$ cat src/plpc_pkg.sv
// Purpose: Shared constants and types for the pump peripheral control logic
// Assumes: One 200 MHz clock, synchronous active-high reset
// Notes:   Port offsets are byte addresses on the latched low address byte
package plpc_pkg;

   // ****************************************************************
   // Timing
   // ****************************************************************
   localparam int CLK_KHZ          = 200000;
   localparam int ADC_CLK_KHZ      = 1333;
   localparam int ADC_HALF_CYCLES  = CLK_KHZ / (2 * ADC_CLK_KHZ);
   localparam int STROBE_NS        = 100;
   localparam int STROBE_CYCLES    = (STROBE_NS * CLK_KHZ + 999999) / 1000000;
   localparam int NMI_RESET_MS     = 3000;
   localparam int NMI_RESET_CYCLES = NMI_RESET_MS * CLK_KHZ;
   localparam int STEP_TICK_US     = 10;
   localparam int STEP_TICK_CYCLES = (STEP_TICK_US * CLK_KHZ) / 1000;

   // ****************************************************************
   // Port map
   // ****************************************************************
   localparam logic [7:0] PORT_ADC_CTRL   = 8'h00;
   localparam logic [7:0] PORT_ADC_CHAN   = 8'h01;
   localparam logic [7:0] PORT_ADC_LOW    = 8'h02;
   localparam logic [7:0] PORT_ADC_HIGH   = 8'h03;
   localparam logic [7:0] PORT_DAC        = 8'h04;
   localparam logic [7:0] PORT_SENSE_EN   = 8'h05;
   localparam logic [7:0] PORT_SENSE_IN   = 8'h06;
   localparam logic [7:0] PORT_MOTOR_RATE = 8'h07;
   localparam logic [3:0] IO_SEGMENT      = 4'hF;

   localparam int CTRL_CLK_EN = 0;
   localparam int CTRL_GO     = 1;
   localparam int CTRL_CAL    = 2;

   localparam int STB_GO      = 0;
   localparam int STB_CAL     = 1;
   localparam int STB_CHAN    = 2;
   localparam int STB_DAC     = 3;
   localparam int NUM_STROBES = 4;

   localparam int MOTOR_PHASES = 5;
   localparam logic [4:0] PHASE_START = 5'h03;

   // ****************************************************************
   // Types
   // ****************************************************************
   typedef struct packed {
      logic       ale;
      logic       rd_n;
      logic       wr_n;
      logic       select_n;
      logic [3:0] upper;
      logic [7:0] data;
   } plpc_bus_in_t;

   typedef struct packed {
      logic pressureSupply;
      logic latchSenseEnable;
      logic rotationEmitterOn;
      logic bubbleTest_n;
      logic bubbleDetectorPower;
   } plpc_sense_en_t;

   localparam logic [4:0] SENSE_EN_RESET = 5'h02;

   typedef struct packed {
      logic door;
      logic bubble;
      logic encoder;
      logic clamp;
      logic displaySync;
   } plpc_sense_in_t;

   typedef enum logic [1:0] {
      WD_RUN  = 2'b00,
      WD_NMI  = 2'b01,
      WD_HOLD = 2'b11
   } plpc_wd_state_t;

endpackage : plpc_pkg

$ cat src/plpc_phase_gen.sv
// Purpose: Five-phase stepper drive pattern generator
// Assumes: stepPulse is a one-cycle enable
// Notes:   Outputs are registered and go all low on the clock after run goes low
`timescale 1ns/100ps
`default_nettype none
module plpc_phase_gen #(
   parameter int PHASES = plpc_pkg::MOTOR_PHASES
) (
   input  wire logic              clock,
   input  wire logic              rst,
   input  wire logic              run,
   input  wire logic              stepPulse,
   output var  logic [PHASES-1:0] phase
);

   logic [PHASES-1:0] pattern;
   wire  [PHASES-1:0] next_pattern = {pattern[PHASES-2:0], pattern[PHASES-1]};

   // ****************************************************************
   // Sequencer
   // ****************************************************************
   // rotate on step
   always_ff @(posedge clock) begin
      if (rst) begin
         pattern <= PHASES'(plpc_pkg::PHASE_START);
         phase   <= '0;
      end else begin
         if (run && stepPulse) begin
            pattern <= next_pattern;
         end
         phase <= run ? pattern : '0;
      end
   end

endmodule : plpc_phase_gen
`default_nettype wire

$ cat src/plpc_peripheral_control.sv
// Purpose: Processor bus glue, converter sequencing, DAC strobe, watchdog, sensors
// Assumes: Bus pins synchronous to clock; one clock domain
// Notes:   Notes on behaviour follow
`timescale 1ns/100ps
`default_nettype none
module plpc_peripheral_control #(
   parameter int unsigned NMI_RESET_CYCLES = plpc_pkg::NMI_RESET_CYCLES,
   parameter int unsigned STEP_TICK_CYCLES = plpc_pkg::STEP_TICK_CYCLES,
   parameter int unsigned ADC_HALF_CYCLES  = plpc_pkg::ADC_HALF_CYCLES,
   parameter int unsigned STROBE_CYCLES    = plpc_pkg::STROBE_CYCLES
) (
   input  wire logic                     clock,
   input  wire logic                     rst,
   input  wire plpc_pkg::plpc_bus_in_t   busIn,
   output var  logic [7:0]               adOut,
   output var  logic                     adOe,
   input  wire logic                     supervisorReset_n,
   input  wire logic                     watchdogExpired_n,
   output var  logic                     processorReset_n,
   output var  logic                     nonmaskableIrq,
   output var  logic                     adcClock,
   output wire logic                     adcGoStrobe_n,
   output wire logic                     adcCalStrobe_n,
   output wire logic                     adcChanStrobe_n,
   output var  logic [7:0]               adcChannel,
   input  wire logic                     adcBusy,
   input  wire logic [11:0]              adcResult,
   output wire logic                     dacWrite_n,
   output var  logic [7:0]               motorDriveLevel,
   input  wire logic                     hwFailure,
   output var  plpc_pkg::plpc_sense_en_t senseEn,
   input  wire plpc_pkg::plpc_sense_in_t senseIn,
   output var  logic                     airPresent,
   output wire logic [4:0]               motorPhase
);

   localparam int WD_W   = $clog2(NMI_RESET_CYCLES + 1);
   localparam int TICK_W = $clog2(STEP_TICK_CYCLES + 1);
   localparam int DIV_W  = $clog2(ADC_HALF_CYCLES + 1);
   localparam int STB_W  = $clog2(STROBE_CYCLES + 1);
   localparam logic [WD_W-1:0]   WD_LAST   = WD_W'(NMI_RESET_CYCLES - 1);
   localparam logic [TICK_W-1:0] TICK_LAST = TICK_W'(STEP_TICK_CYCLES - 1);
   localparam logic [DIV_W-1:0]  DIV_LAST  = DIV_W'(ADC_HALF_CYCLES - 1);
   localparam logic [STB_W-1:0]  STB_LOAD  = STB_W'(STROBE_CYCLES);

   // ****************************************************************
   // Bus demultiplexing
   // ****************************************************************
   logic [7:0] addrLow;
   logic [3:0] addrHigh;
   logic       wrPrev;

   always_ff @(posedge clock) begin
      if (rst) begin
         addrLow  <= 8'h00;
         addrHigh <= 4'h0;
         wrPrev   <= 1'b1;
      end else begin
         if (busIn.ale) begin
            addrLow  <= busIn.data;
            addrHigh <= busIn.upper;
         end
         wrPrev <= busIn.wr_n;
      end
   end

   wire selected  = !busIn.select_n && !busIn.ale && (addrHigh == plpc_pkg::IO_SEGMENT);
   wire writeTake = selected && wrPrev && !busIn.wr_n;
   wire readOn    = selected && !busIn.rd_n;
   wire wrCtrl    = writeTake && (addrLow == plpc_pkg::PORT_ADC_CTRL);
   wire wrChan    = writeTake && (addrLow == plpc_pkg::PORT_ADC_CHAN);
   wire wrDac     = writeTake && (addrLow == plpc_pkg::PORT_DAC);
   wire wrSense   = writeTake && (addrLow == plpc_pkg::PORT_SENSE_EN);
   wire wrRate    = writeTake && (addrLow == plpc_pkg::PORT_MOTOR_RATE);
   wire rdLow     = readOn && (addrLow == plpc_pkg::PORT_ADC_LOW);

   // ****************************************************************
   // Control registers
   // ****************************************************************
   logic       adcClockOn;
   logic [7:0] dacValue;
   logic [7:0] motorRate;
   logic [3:0] resultHigh;
   logic       failPrev;

   always_ff @(posedge clock) begin
      if (rst) begin
         adcClockOn <= 1'b0;
         adcChannel <= 8'h00;
         dacValue   <= 8'h00;
         motorRate  <= 8'h00;
         senseEn    <= plpc_pkg::SENSE_EN_RESET;
         resultHigh <= 4'h0;
         failPrev   <= 1'b0;
      end else begin
         if (wrCtrl) begin
            adcClockOn <= busIn.data[plpc_pkg::CTRL_CLK_EN];
         end
         if (wrChan) begin
            adcChannel <= busIn.data;
         end
         if (wrDac) begin
            dacValue <= busIn.data;
         end
         if (wrRate) begin
            motorRate <= busIn.data;
         end
         if (wrSense) begin
            senseEn <= plpc_pkg::plpc_sense_en_t'(busIn.data[4:0]);
         end
         // high nibble held at low read
         if (rdLow) begin
            resultHigh <= adcResult[11:8];
         end
         failPrev <= hwFailure;
      end
   end

   // ****************************************************************
   // Strobes
   // ****************************************************************
   logic [plpc_pkg::NUM_STROBES-1:0] strobeReq;
   logic [plpc_pkg::NUM_STROBES-1:0] strobeN;

   wire goReq  = wrCtrl && busIn.data[plpc_pkg::CTRL_GO] && adcClockOn;
   wire calReq = wrCtrl && busIn.data[plpc_pkg::CTRL_CAL] && adcClockOn;

   assign strobeReq[plpc_pkg::STB_GO]   = goReq;
   assign strobeReq[plpc_pkg::STB_CAL]  = calReq;
   assign strobeReq[plpc_pkg::STB_CHAN] = wrChan;
   assign strobeReq[plpc_pkg::STB_DAC]  = wrDac || (hwFailure && !failPrev);

   genvar gi;
   generate
      for (gi = 0; gi < plpc_pkg::NUM_STROBES; gi++) begin : gStrobe
         logic [STB_W-1:0] count;
         wire  [STB_W-1:0] next_count = (strobeReq[gi] && count == '0) ? STB_LOAD :
                                        (count != '0) ? count - STB_W'(1) : '0;
         always_ff @(posedge clock) begin
            if (rst) begin
               count       <= '0;
               strobeN[gi] <= 1'b1;
            end else begin
               count       <= next_count;
               strobeN[gi] <= (next_count == '0);
            end
         end
      end
   endgenerate

   assign adcCalStrobe_n  = strobeN[plpc_pkg::STB_CAL];
   assign adcGoStrobe_n   = strobeN[plpc_pkg::STB_GO];
   assign adcChanStrobe_n = strobeN[plpc_pkg::STB_CHAN];
   assign dacWrite_n      = strobeN[plpc_pkg::STB_DAC];

   // ****************************************************************
   // Converter clock
   // ****************************************************************
   logic [DIV_W-1:0] divCount;

   always_ff @(posedge clock) begin
      if (rst || !adcClockOn) begin
         divCount <= '0;
         adcClock <= 1'b0;
      end else if (divCount == DIV_LAST) begin
         divCount <= '0;
         adcClock <= !adcClock;
      end else begin
         divCount <= divCount + DIV_W'(1);
      end
   end

   // ****************************************************************
   // Sensors
   // ****************************************************************
   // bubble validity
   wire bubbleValid = senseEn.bubbleDetectorPower && !senseEn.bubbleTest_n;
   wire latchValid  = senseEn.latchSenseEnable;
   wire encValid    = senseEn.rotationEmitterOn;
   wire pressValid  = senseEn.pressureSupply;

   // ****************************************************************
   // Read port
   // ****************************************************************
   // sensor input port
   wire [7:0] senseRead = {encValid, latchValid, bubbleValid, senseIn.door, senseIn.bubble,
                           senseIn.encoder, senseIn.clamp, senseIn.displaySync};
   wire [7:0] ctrlRead  = {5'h00, pressValid, adcClockOn, adcBusy};
   wire [7:0] readData  =
      (addrLow == plpc_pkg::PORT_ADC_CTRL)   ? ctrlRead :
      (addrLow == plpc_pkg::PORT_ADC_CHAN)   ? adcChannel :
      (addrLow == plpc_pkg::PORT_ADC_LOW)    ? adcResult[7:0] :
      (addrLow == plpc_pkg::PORT_ADC_HIGH)   ? {4'h0, resultHigh} :
      (addrLow == plpc_pkg::PORT_DAC)        ? dacValue :
      (addrLow == plpc_pkg::PORT_SENSE_EN)   ? {3'h0, senseEn} :
      (addrLow == plpc_pkg::PORT_SENSE_IN)   ? senseRead :
      (addrLow == plpc_pkg::PORT_MOTOR_RATE) ? motorRate : 8'h00;

   always_ff @(posedge clock) begin
      if (rst) begin
         adOut <= 8'h00;
         adOe  <= 1'b0;
      end else begin
         adOut <= readOn ? readData : 8'h00;
         adOe  <= readOn;
      end
   end

   // ****************************************************************
   // Watchdog and processor reset
   // ****************************************************************
   plpc_pkg::plpc_wd_state_t wdState;
   plpc_pkg::plpc_wd_state_t next_wdState;
   logic [WD_W-1:0]          wdCount;

   assign next_wdState =
      !supervisorReset_n                                     ? plpc_pkg::WD_RUN :
      (wdState == plpc_pkg::WD_RUN && !watchdogExpired_n)    ? plpc_pkg::WD_NMI :
      (wdState == plpc_pkg::WD_NMI && wdCount == WD_LAST)    ? plpc_pkg::WD_HOLD :
      wdState;

   always_ff @(posedge clock) begin
      if (rst) begin
         wdState          <= plpc_pkg::WD_RUN;
         wdCount          <= '0;
         nonmaskableIrq   <= 1'b0;
         processorReset_n <= 1'b0;
      end else begin
         wdState          <= next_wdState;
         wdCount          <= (wdState == plpc_pkg::WD_NMI) ? wdCount + WD_W'(1) : '0;
         nonmaskableIrq   <= (next_wdState == plpc_pkg::WD_NMI);
         processorReset_n <= supervisorReset_n && (next_wdState != plpc_pkg::WD_HOLD);
      end
   end

   // ****************************************************************
   // Motor
   // ****************************************************************
   logic [TICK_W-1:0] tickCount;
   logic [7:0]        stepCount;
   logic              stepPulse;
   logic              motorRun;

   wire tick = (tickCount == TICK_LAST);

   always_ff @(posedge clock) begin
      if (rst) begin
         tickCount  <= '0;
         stepCount  <= 8'h00;
         stepPulse  <= 1'b0;
         airPresent <= 1'b0;
         motorRun   <= 1'b0;
      end else begin
         tickCount <= tick ? '0 : tickCount + TICK_W'(1);
         if (tick) begin
            stepCount <= (stepCount >= motorRate - 8'h01) ? 8'h00 : stepCount + 8'h01;
         end
         stepPulse  <= tick && (motorRate != 8'h00) && (stepCount >= motorRate - 8'h01);
         airPresent <= bubbleValid && senseIn.bubble;
         motorRun   <= (motorRate != 8'h00) && !hwFailure && !(bubbleValid && senseIn.bubble);
      end
   end

   always_ff @(posedge clock) begin
      if (rst) begin
         motorDriveLevel <= 8'h00;
      end else begin
         motorDriveLevel <= hwFailure ? 8'h00 : dacValue;
      end
   end

   plpc_phase_gen #(
      .PHASES    (plpc_pkg::MOTOR_PHASES)
   ) uPhase (
      .clock     (clock),
      .rst       (rst),
      .run       (motorRun),
      .stepPulse (stepPulse),
      .phase     (motorPhase)
   );

endmodule : plpc_peripheral_control
`default_nettype wire

$ cat config.mk
export PLATFORM = sky130hd
export DESIGN_NAME = plpc_peripheral_control
export DESIGN_NICKNAME = d
export VERILOG_FILES = /design/src/plpc_pkg.sv /design/src/plpc_phase_gen.sv /design/src/plpc_peripheral_control.sv
export SDC_FILE = /design/constraint.sdc
export NUM_CORES = 1
export LEC_CHECK = 0
export BUFFER_PORTS_ARGS = -buffer_cell sky130_fd_sc_hd__clkbuf_2
export CAP_MARGIN = 30
export CORE_ASPECT_RATIO = 1.25
export CORE_MARGIN = 3
export CORE_UTILIZATION = 39
export CTS_CLUSTER_DIAMETER = 200
export CTS_CLUSTER_SIZE = 40
export DETAILED_ROUTE_END_ITERATION = 10
export HOLD_SLACK_MARGIN = 0.03
export PLACE_DENSITY = 0.67
export SETUP_SLACK_MARGIN = 0.1
export SYNTH_ARGS = -nofsm -noshare
export SYNTH_HDL_FRONTEND = slang
export SYNTH_SLANG_ARGS = --single-unit
$ cat constraint.sdc
create_clock -name clock -period 3.45 [get_ports clock]
set_input_delay 0.345 -clock clock [delete_from_list [all_inputs] [get_ports clock]]
set_output_delay 0.345 -clock clock [all_outputs]
set_load 0.03 [all_outputs]
== After elaboration in Yosys (flattened, before gate mapping) ==
Cells that the tools add are included.

* Word-level logic and storage cells: 151
* Input bits: 39
* Register bits: 163

* Muxes and demuxes: 20
* Bitwise operators: 3
* Reductions and logical operators: 65
* Add/sub/neg operators: 9
* Equality and inequality tests: 14
* Order comparisons: 1

{| class="wikitable"
|+ Operator list
! cell !! number
|-
| $mux 8 || 8
|-
| $logic_not 5->1 || 8
|-
| $mux 5 || 8
|-
| $eq 8x3->1 const B || 4
|-
| $add 30x1->30 const B || 1
|-
| $eq 30x30->1 const B || 1
|-
| $logic_and 1x1->1 || 30
|-
| $reduce_bool 5->1 || 4
|-
| $sub 5x1->5 const B || 4
|-
| $eq 8x2->1 const B || 2
|-
| $reduce_or 2->1 || 6
|-
| $add 11x1->11 const B || 1
|-
| $eq 11x11->1 const B || 1
|-
| $logic_not 1->1 || 11
|-
| $add 8x1->8 const B || 1
|-
| $eq 8x1->1 const B || 1
|-
| $ge 8x8->1 || 1
|-
| $logic_not 8->1 || 1
|-
| $reduce_bool 8->1 || 1
|-
| $sub 8x1->8 const B || 1
|-
| $add 7x1->7 const B || 1
|-
| $eq 7x7->1 const B || 1
|-
| $mux 2 || 3
|-
| $eq 2x1->1 const B || 2
|-
| 7 further kinds || 10
|}

== Logic depth before layout (Yosys ltp) ==
* Word-level depth: 11
* Depth in mapped cells: 11
* Gate-level depth less buffers: 11

== By module ==
From an unflattened synthesis, not the netlist that was laid out.

* Cell total of the unflattened synthesis: 775
* Area, all modules: 7175.6 um2

{| class="wikitable"
|+ By module, submodules not included
! module !! times used !! cells each !! area an instance (um2) !! seq. area each (um2)
|-
| plpc_peripheral_control || 1 || 746 || 6839.1 || 3062.9
|-
| plpc_phase_gen || 1 || 29 || 336.6 || 200.2
|}

== Worst setup path after synthesis ==
No wires, ideal clock.

* Kind: reg2reg
* From: reg motorRate[2]
* To: reg stepCount[5]
* Path buffers: 0
* Path slack: 0.825 ns
* Arrival time: 2.550 ns
* Cell stages (with the launch flop): 10
* Setup time: 0.074 ns
* Required time: 3.376 ns
* Path through: dfxtp_1 -> or4_1 -> nor4_1 -> xnor2_1 -> ha_1 -> a21oi_1 -> o21ai_0 -> a21oi_1 -> nand3_1 -> a31oi_1

* Longest elaborated chain between the ends: 3

{| class="wikitable"
|+ Ends and longest elaborated chain
! what !! RTL line !! RTL
|-
| start, declared || plpc_peripheral_control.sv:82 || <nowiki>logic [7:0] motorRate;</nowiki>
|-
| start signal, assigned || plpc_peripheral_control.sv:106 || <nowiki>motorRate <= busIn.data;</nowiki>
|-
| $sub 8x1->8 || plpc_peripheral_control.sv:256 || <nowiki>stepCount <= (stepCount >= motorRate - 8'h01) ? 8'h00 : stepCount + 8'h01;</nowiki>
|-
| $ge 8x8->1 || plpc_peripheral_control.sv:256 ||
|-
| $mux 8 || plpc_peripheral_control.sv:256 ||
|-
| end signal, assigned || plpc_peripheral_control.sv:256 ||
|-
| end, declared || plpc_peripheral_control.sv:240 || <nowiki>logic [7:0] stepCount;</nowiki>
|}

No other way between the ends.
A chain may end at the register's enable or synchronous reset.

== Final worst setup path ==
* From: reg motorRate[2]
* To: reg stepPulse

* Longest elaborated chain between the ends: 3

{| class="wikitable"
|+ Ends and longest elaborated chain
! what !! RTL line !! RTL
|-
| $sub 8x1->8 / $reduce_bool 8->1 (equally long branches) || plpc_peripheral_control.sv:258 || <nowiki>stepPulse <= tick && (motorRate != 8'h00) && (stepCount >= motorRate - 8'h01);</nowiki>
|-
| $ge 8x8->1 / $logic_and 1x1->1 (equally long branches) || plpc_peripheral_control.sv:258 ||
|-
| $logic_and 1x1->1 (*) || plpc_peripheral_control.sv:258 ||
|-
| end signal, assigned || plpc_peripheral_control.sv:258 ||
|-
| end, declared || plpc_peripheral_control.sv:241 || <nowiki>logic stepPulse;</nowiki>
|}

Every way passes the cells marked *; elsewhere a longest branch is shown, timed or not.

==> out/qor.txt <==
Period minus WS final: 2817 ps
Yosys top cell by area: dfxtp_1
CP Launch Point: motorRate[2]
first-pass GRT wire length: 26.48 mm
Yosys top cell area share: 46.23%
CTS buffer count: 17
max_slew headroom: 33.82%
clk buf depth: 2
Post-Syn Instances: 778
Core Util, Final: 46.77%
cts hold-fix bufs: 0
HP Start: busIn[13]
critical path class: reg -> reg
std cell rows: 54
I/O pin cnt: 82
Clock Latency Late Sink: 420 ps
Clock Sink Count: 163
Total Wirelength: 16.28 mm
via count: 5,666
hold slack: 141.4 ps
most numerous cell in the Yosys netlist: dfxtp_1
Storage cell area: 0.003263 sq mm
residual DRC count: 0
yosys warns: 0
Leak: 3.235 nW
post-CTS sizing: 0
PortBufs: 81
Power Density: 557.2 mW/mm^2
vias in the first global route: 5,378
placed cell areas: 0.007652 sq mm
Slew @ Worst Pin: 990.3 ps
worst vdd ir: 0.3326 mV
share of cells above drive strength 1: 15.47%
Slew Limit Fails: 0
flops & latches, synth: 163
core box area: 0.01763 sq mm
number of synthesized flops with an enable pin: 0
footprint of the multi-input gates: 0.003576 sq mm
outcome: finished, final reports clean
Most used DFF post-synth: dfxtp_1
top post-synthesis cells by count: dfxtp_1, nor2_1, nand2_1
starting density of the core: 40.02%
RR Startpoint: motorRate[2]
area delta synth->final: 16.86%
WP data required: 3760 ps
Tot GR Track Use: 16.56%
RSZ-0062 raised after global routing: false
Post-DP HPWL: 11.86 mm
Die X: 126.3 microns
Chip Height: 156.4 microns
CP endpoint kind: flop
Nets: 911
largest net degree at the start of global routing: 41
die area: 0.01976 sq mm
Arrival @ worst endpoint: 3130 ps
main area contributors after synthesis: dfxtp_1, nor2_1, mux2i_1
Post-CTS Setup Bufs: 0
share of flip-flops with an asynchronous set or reset: 0%
worst min-delay path class: in -> reg
Netlist Area Pre-Place: 0.007058 sq mm
H-tree levels: 4
vias per cell: 5.198
Pre-antenna DRT Iters: 5
Final Setup Violations: 0
post-synthesis net count: 836
remaining global-route overflow: 0
Antenna diodes: 0
Worst Slack Setup Final: 632.8 ps
max_cap viols: 0
startpoint types: flop
TritonCTS clock tree: built
sequential-to-total area share from yosys stat: 46.23%
initial antenna violation count: 0
Placer Congestion: 0.8608
Critical Path Fanout Max: 9
syn avg cell area: 9.072 sq um
WL per Instance: 14.93 microns
clock skew: 7.976 ps
final hold viol count: 0
Fin Setup TNS: 0 ps
Yosys cell types: 53
fill count: 1,714
FMAX: 355.0 MHz
clk slew on worst S/H paths: 70 ps
period utilisation layout: 81.66%
post-route ant nets: 0
pre-CTS WS: 664.2 ps
clock root buffer: clkbuf_16
Starting DRT DRC Count: 378
final instance area: 0.008248 sq mm
[report_power, final]
group          switching [W]  total [W]  internal [W]
logic               0.000342   0.000613      0.000270
registers          0.0000940    0.00209       0.00200
clock network       0.000790    0.00189       0.00110
[placed cells by master (no fill, tap or decap), types with 3 or more instances in the layout]
cell          n
o22ai_1       3
nor4b_1       5
nor4_1       14
nor3_1       15
nand2b_1     15
a211o_1       3
a221o_1       3
nor3_4        3
nand3_1      41
clkinvlp_4    3
dfxtp_1     163
inv_1        22
a22oi_1       3
xnor2_1      26
or2_2         5
or4_1         4
clkbuf_2     80
mux4_2        5
a21o_1        3
nand2_1      50
nand4_1      11
a21oi_1      39
and3_1       16
nor2_1      120
nand3b_1      6
nor2b_1       9
a211oi_1      7
buf_4         6
a31oi_1       3
xor2_1       21
nor3b_1       4
or3_1         8
nand4b_1      4
clkbuf_16    17
and2_1       17
mux2i_1      42
clkinv_4      3
ha_1         19
o21ai_0      21
[worst max-delay path, stage by stage, from the launching register on]
cell	delay [ps]
dfxtp_1	350
or4_1	580
nor4_1	280
xnor2_1	110
ha_1	320
nand2_1	60
o21ai_0	440
a21oi_1	120
buf_4	200
nor4_1	250
[metrics by stage]
step,power [W],cells
6_report,0.004596,1090
5_1_grt,0.004823,1090
4_1_cts,0.004645,1090
3_5_place_dp,0.002746,1058
3_3_place_gp,0.002738,1058
2_1_floorplan,0.002585,778
[layer usage]
metal / up-vias / track usage [%] / share of wire [%]
li1: 2864 / - / -
met1: 2674 / 21.22 / 47
met2: 113 / 28.13 / 48
met3: 15 / 3.482 / 3.9
met4: 0 / 5.110 / 1.4
met5: - / 0 / 0
[state kept, by name, indices dropped and copies added (netlist names), 7 cells and up]
signal,count
gStrobe.count,20
stepCount,8
addrLow,8
divCount,7
dacValue,8
adOut,8
adcChannel,8
motorDriveLevel,8
wdCount,30
tickCount,11
motorRate,8
[path summary, 6_finish.rpt]
kind                         endpoint  slack, ps  depth (start not counted)
setup / recovery            stepPulse        630                          9
hold / removal                 wrPrev        140                          2
setup reg to reg            stepPulse        630                          9
hold reg to reg   gStrobe[3].count[0]        450                          1
[cell families (layout without fill, tap and decap cells)]
| family | Yosys count | in the layout | share of synthesized area, % |
|---|---|---|---|
| AO/OA/AOI/OAI | 96 | 96 | 8.315 |
| XOR/XNOR | 47 | 47 | 5.832 |
| adder cells (fa/ha/maj) | 19 | 19 | 3.368 |
| buffers and inverters | 53 | 141 | 3.102 |
| flip-flops | 163 | 163 | 46.23 |
| multiplexers | 48 | 48 | 7.711 |
| AND/OR/NAND/NOR | 352 | 352 | 25.44 |
[cell type report]
type	instances	share of cell area (%)
clock inverter	12	1.805
tap	224	3.398
sequential	163	39.56
timing repair buffer	87	5.461
inverter	22	1.001
clock buffer	20	5.416
multi-input combinational	562	43.36
Power figures use the tool's default switching activity.
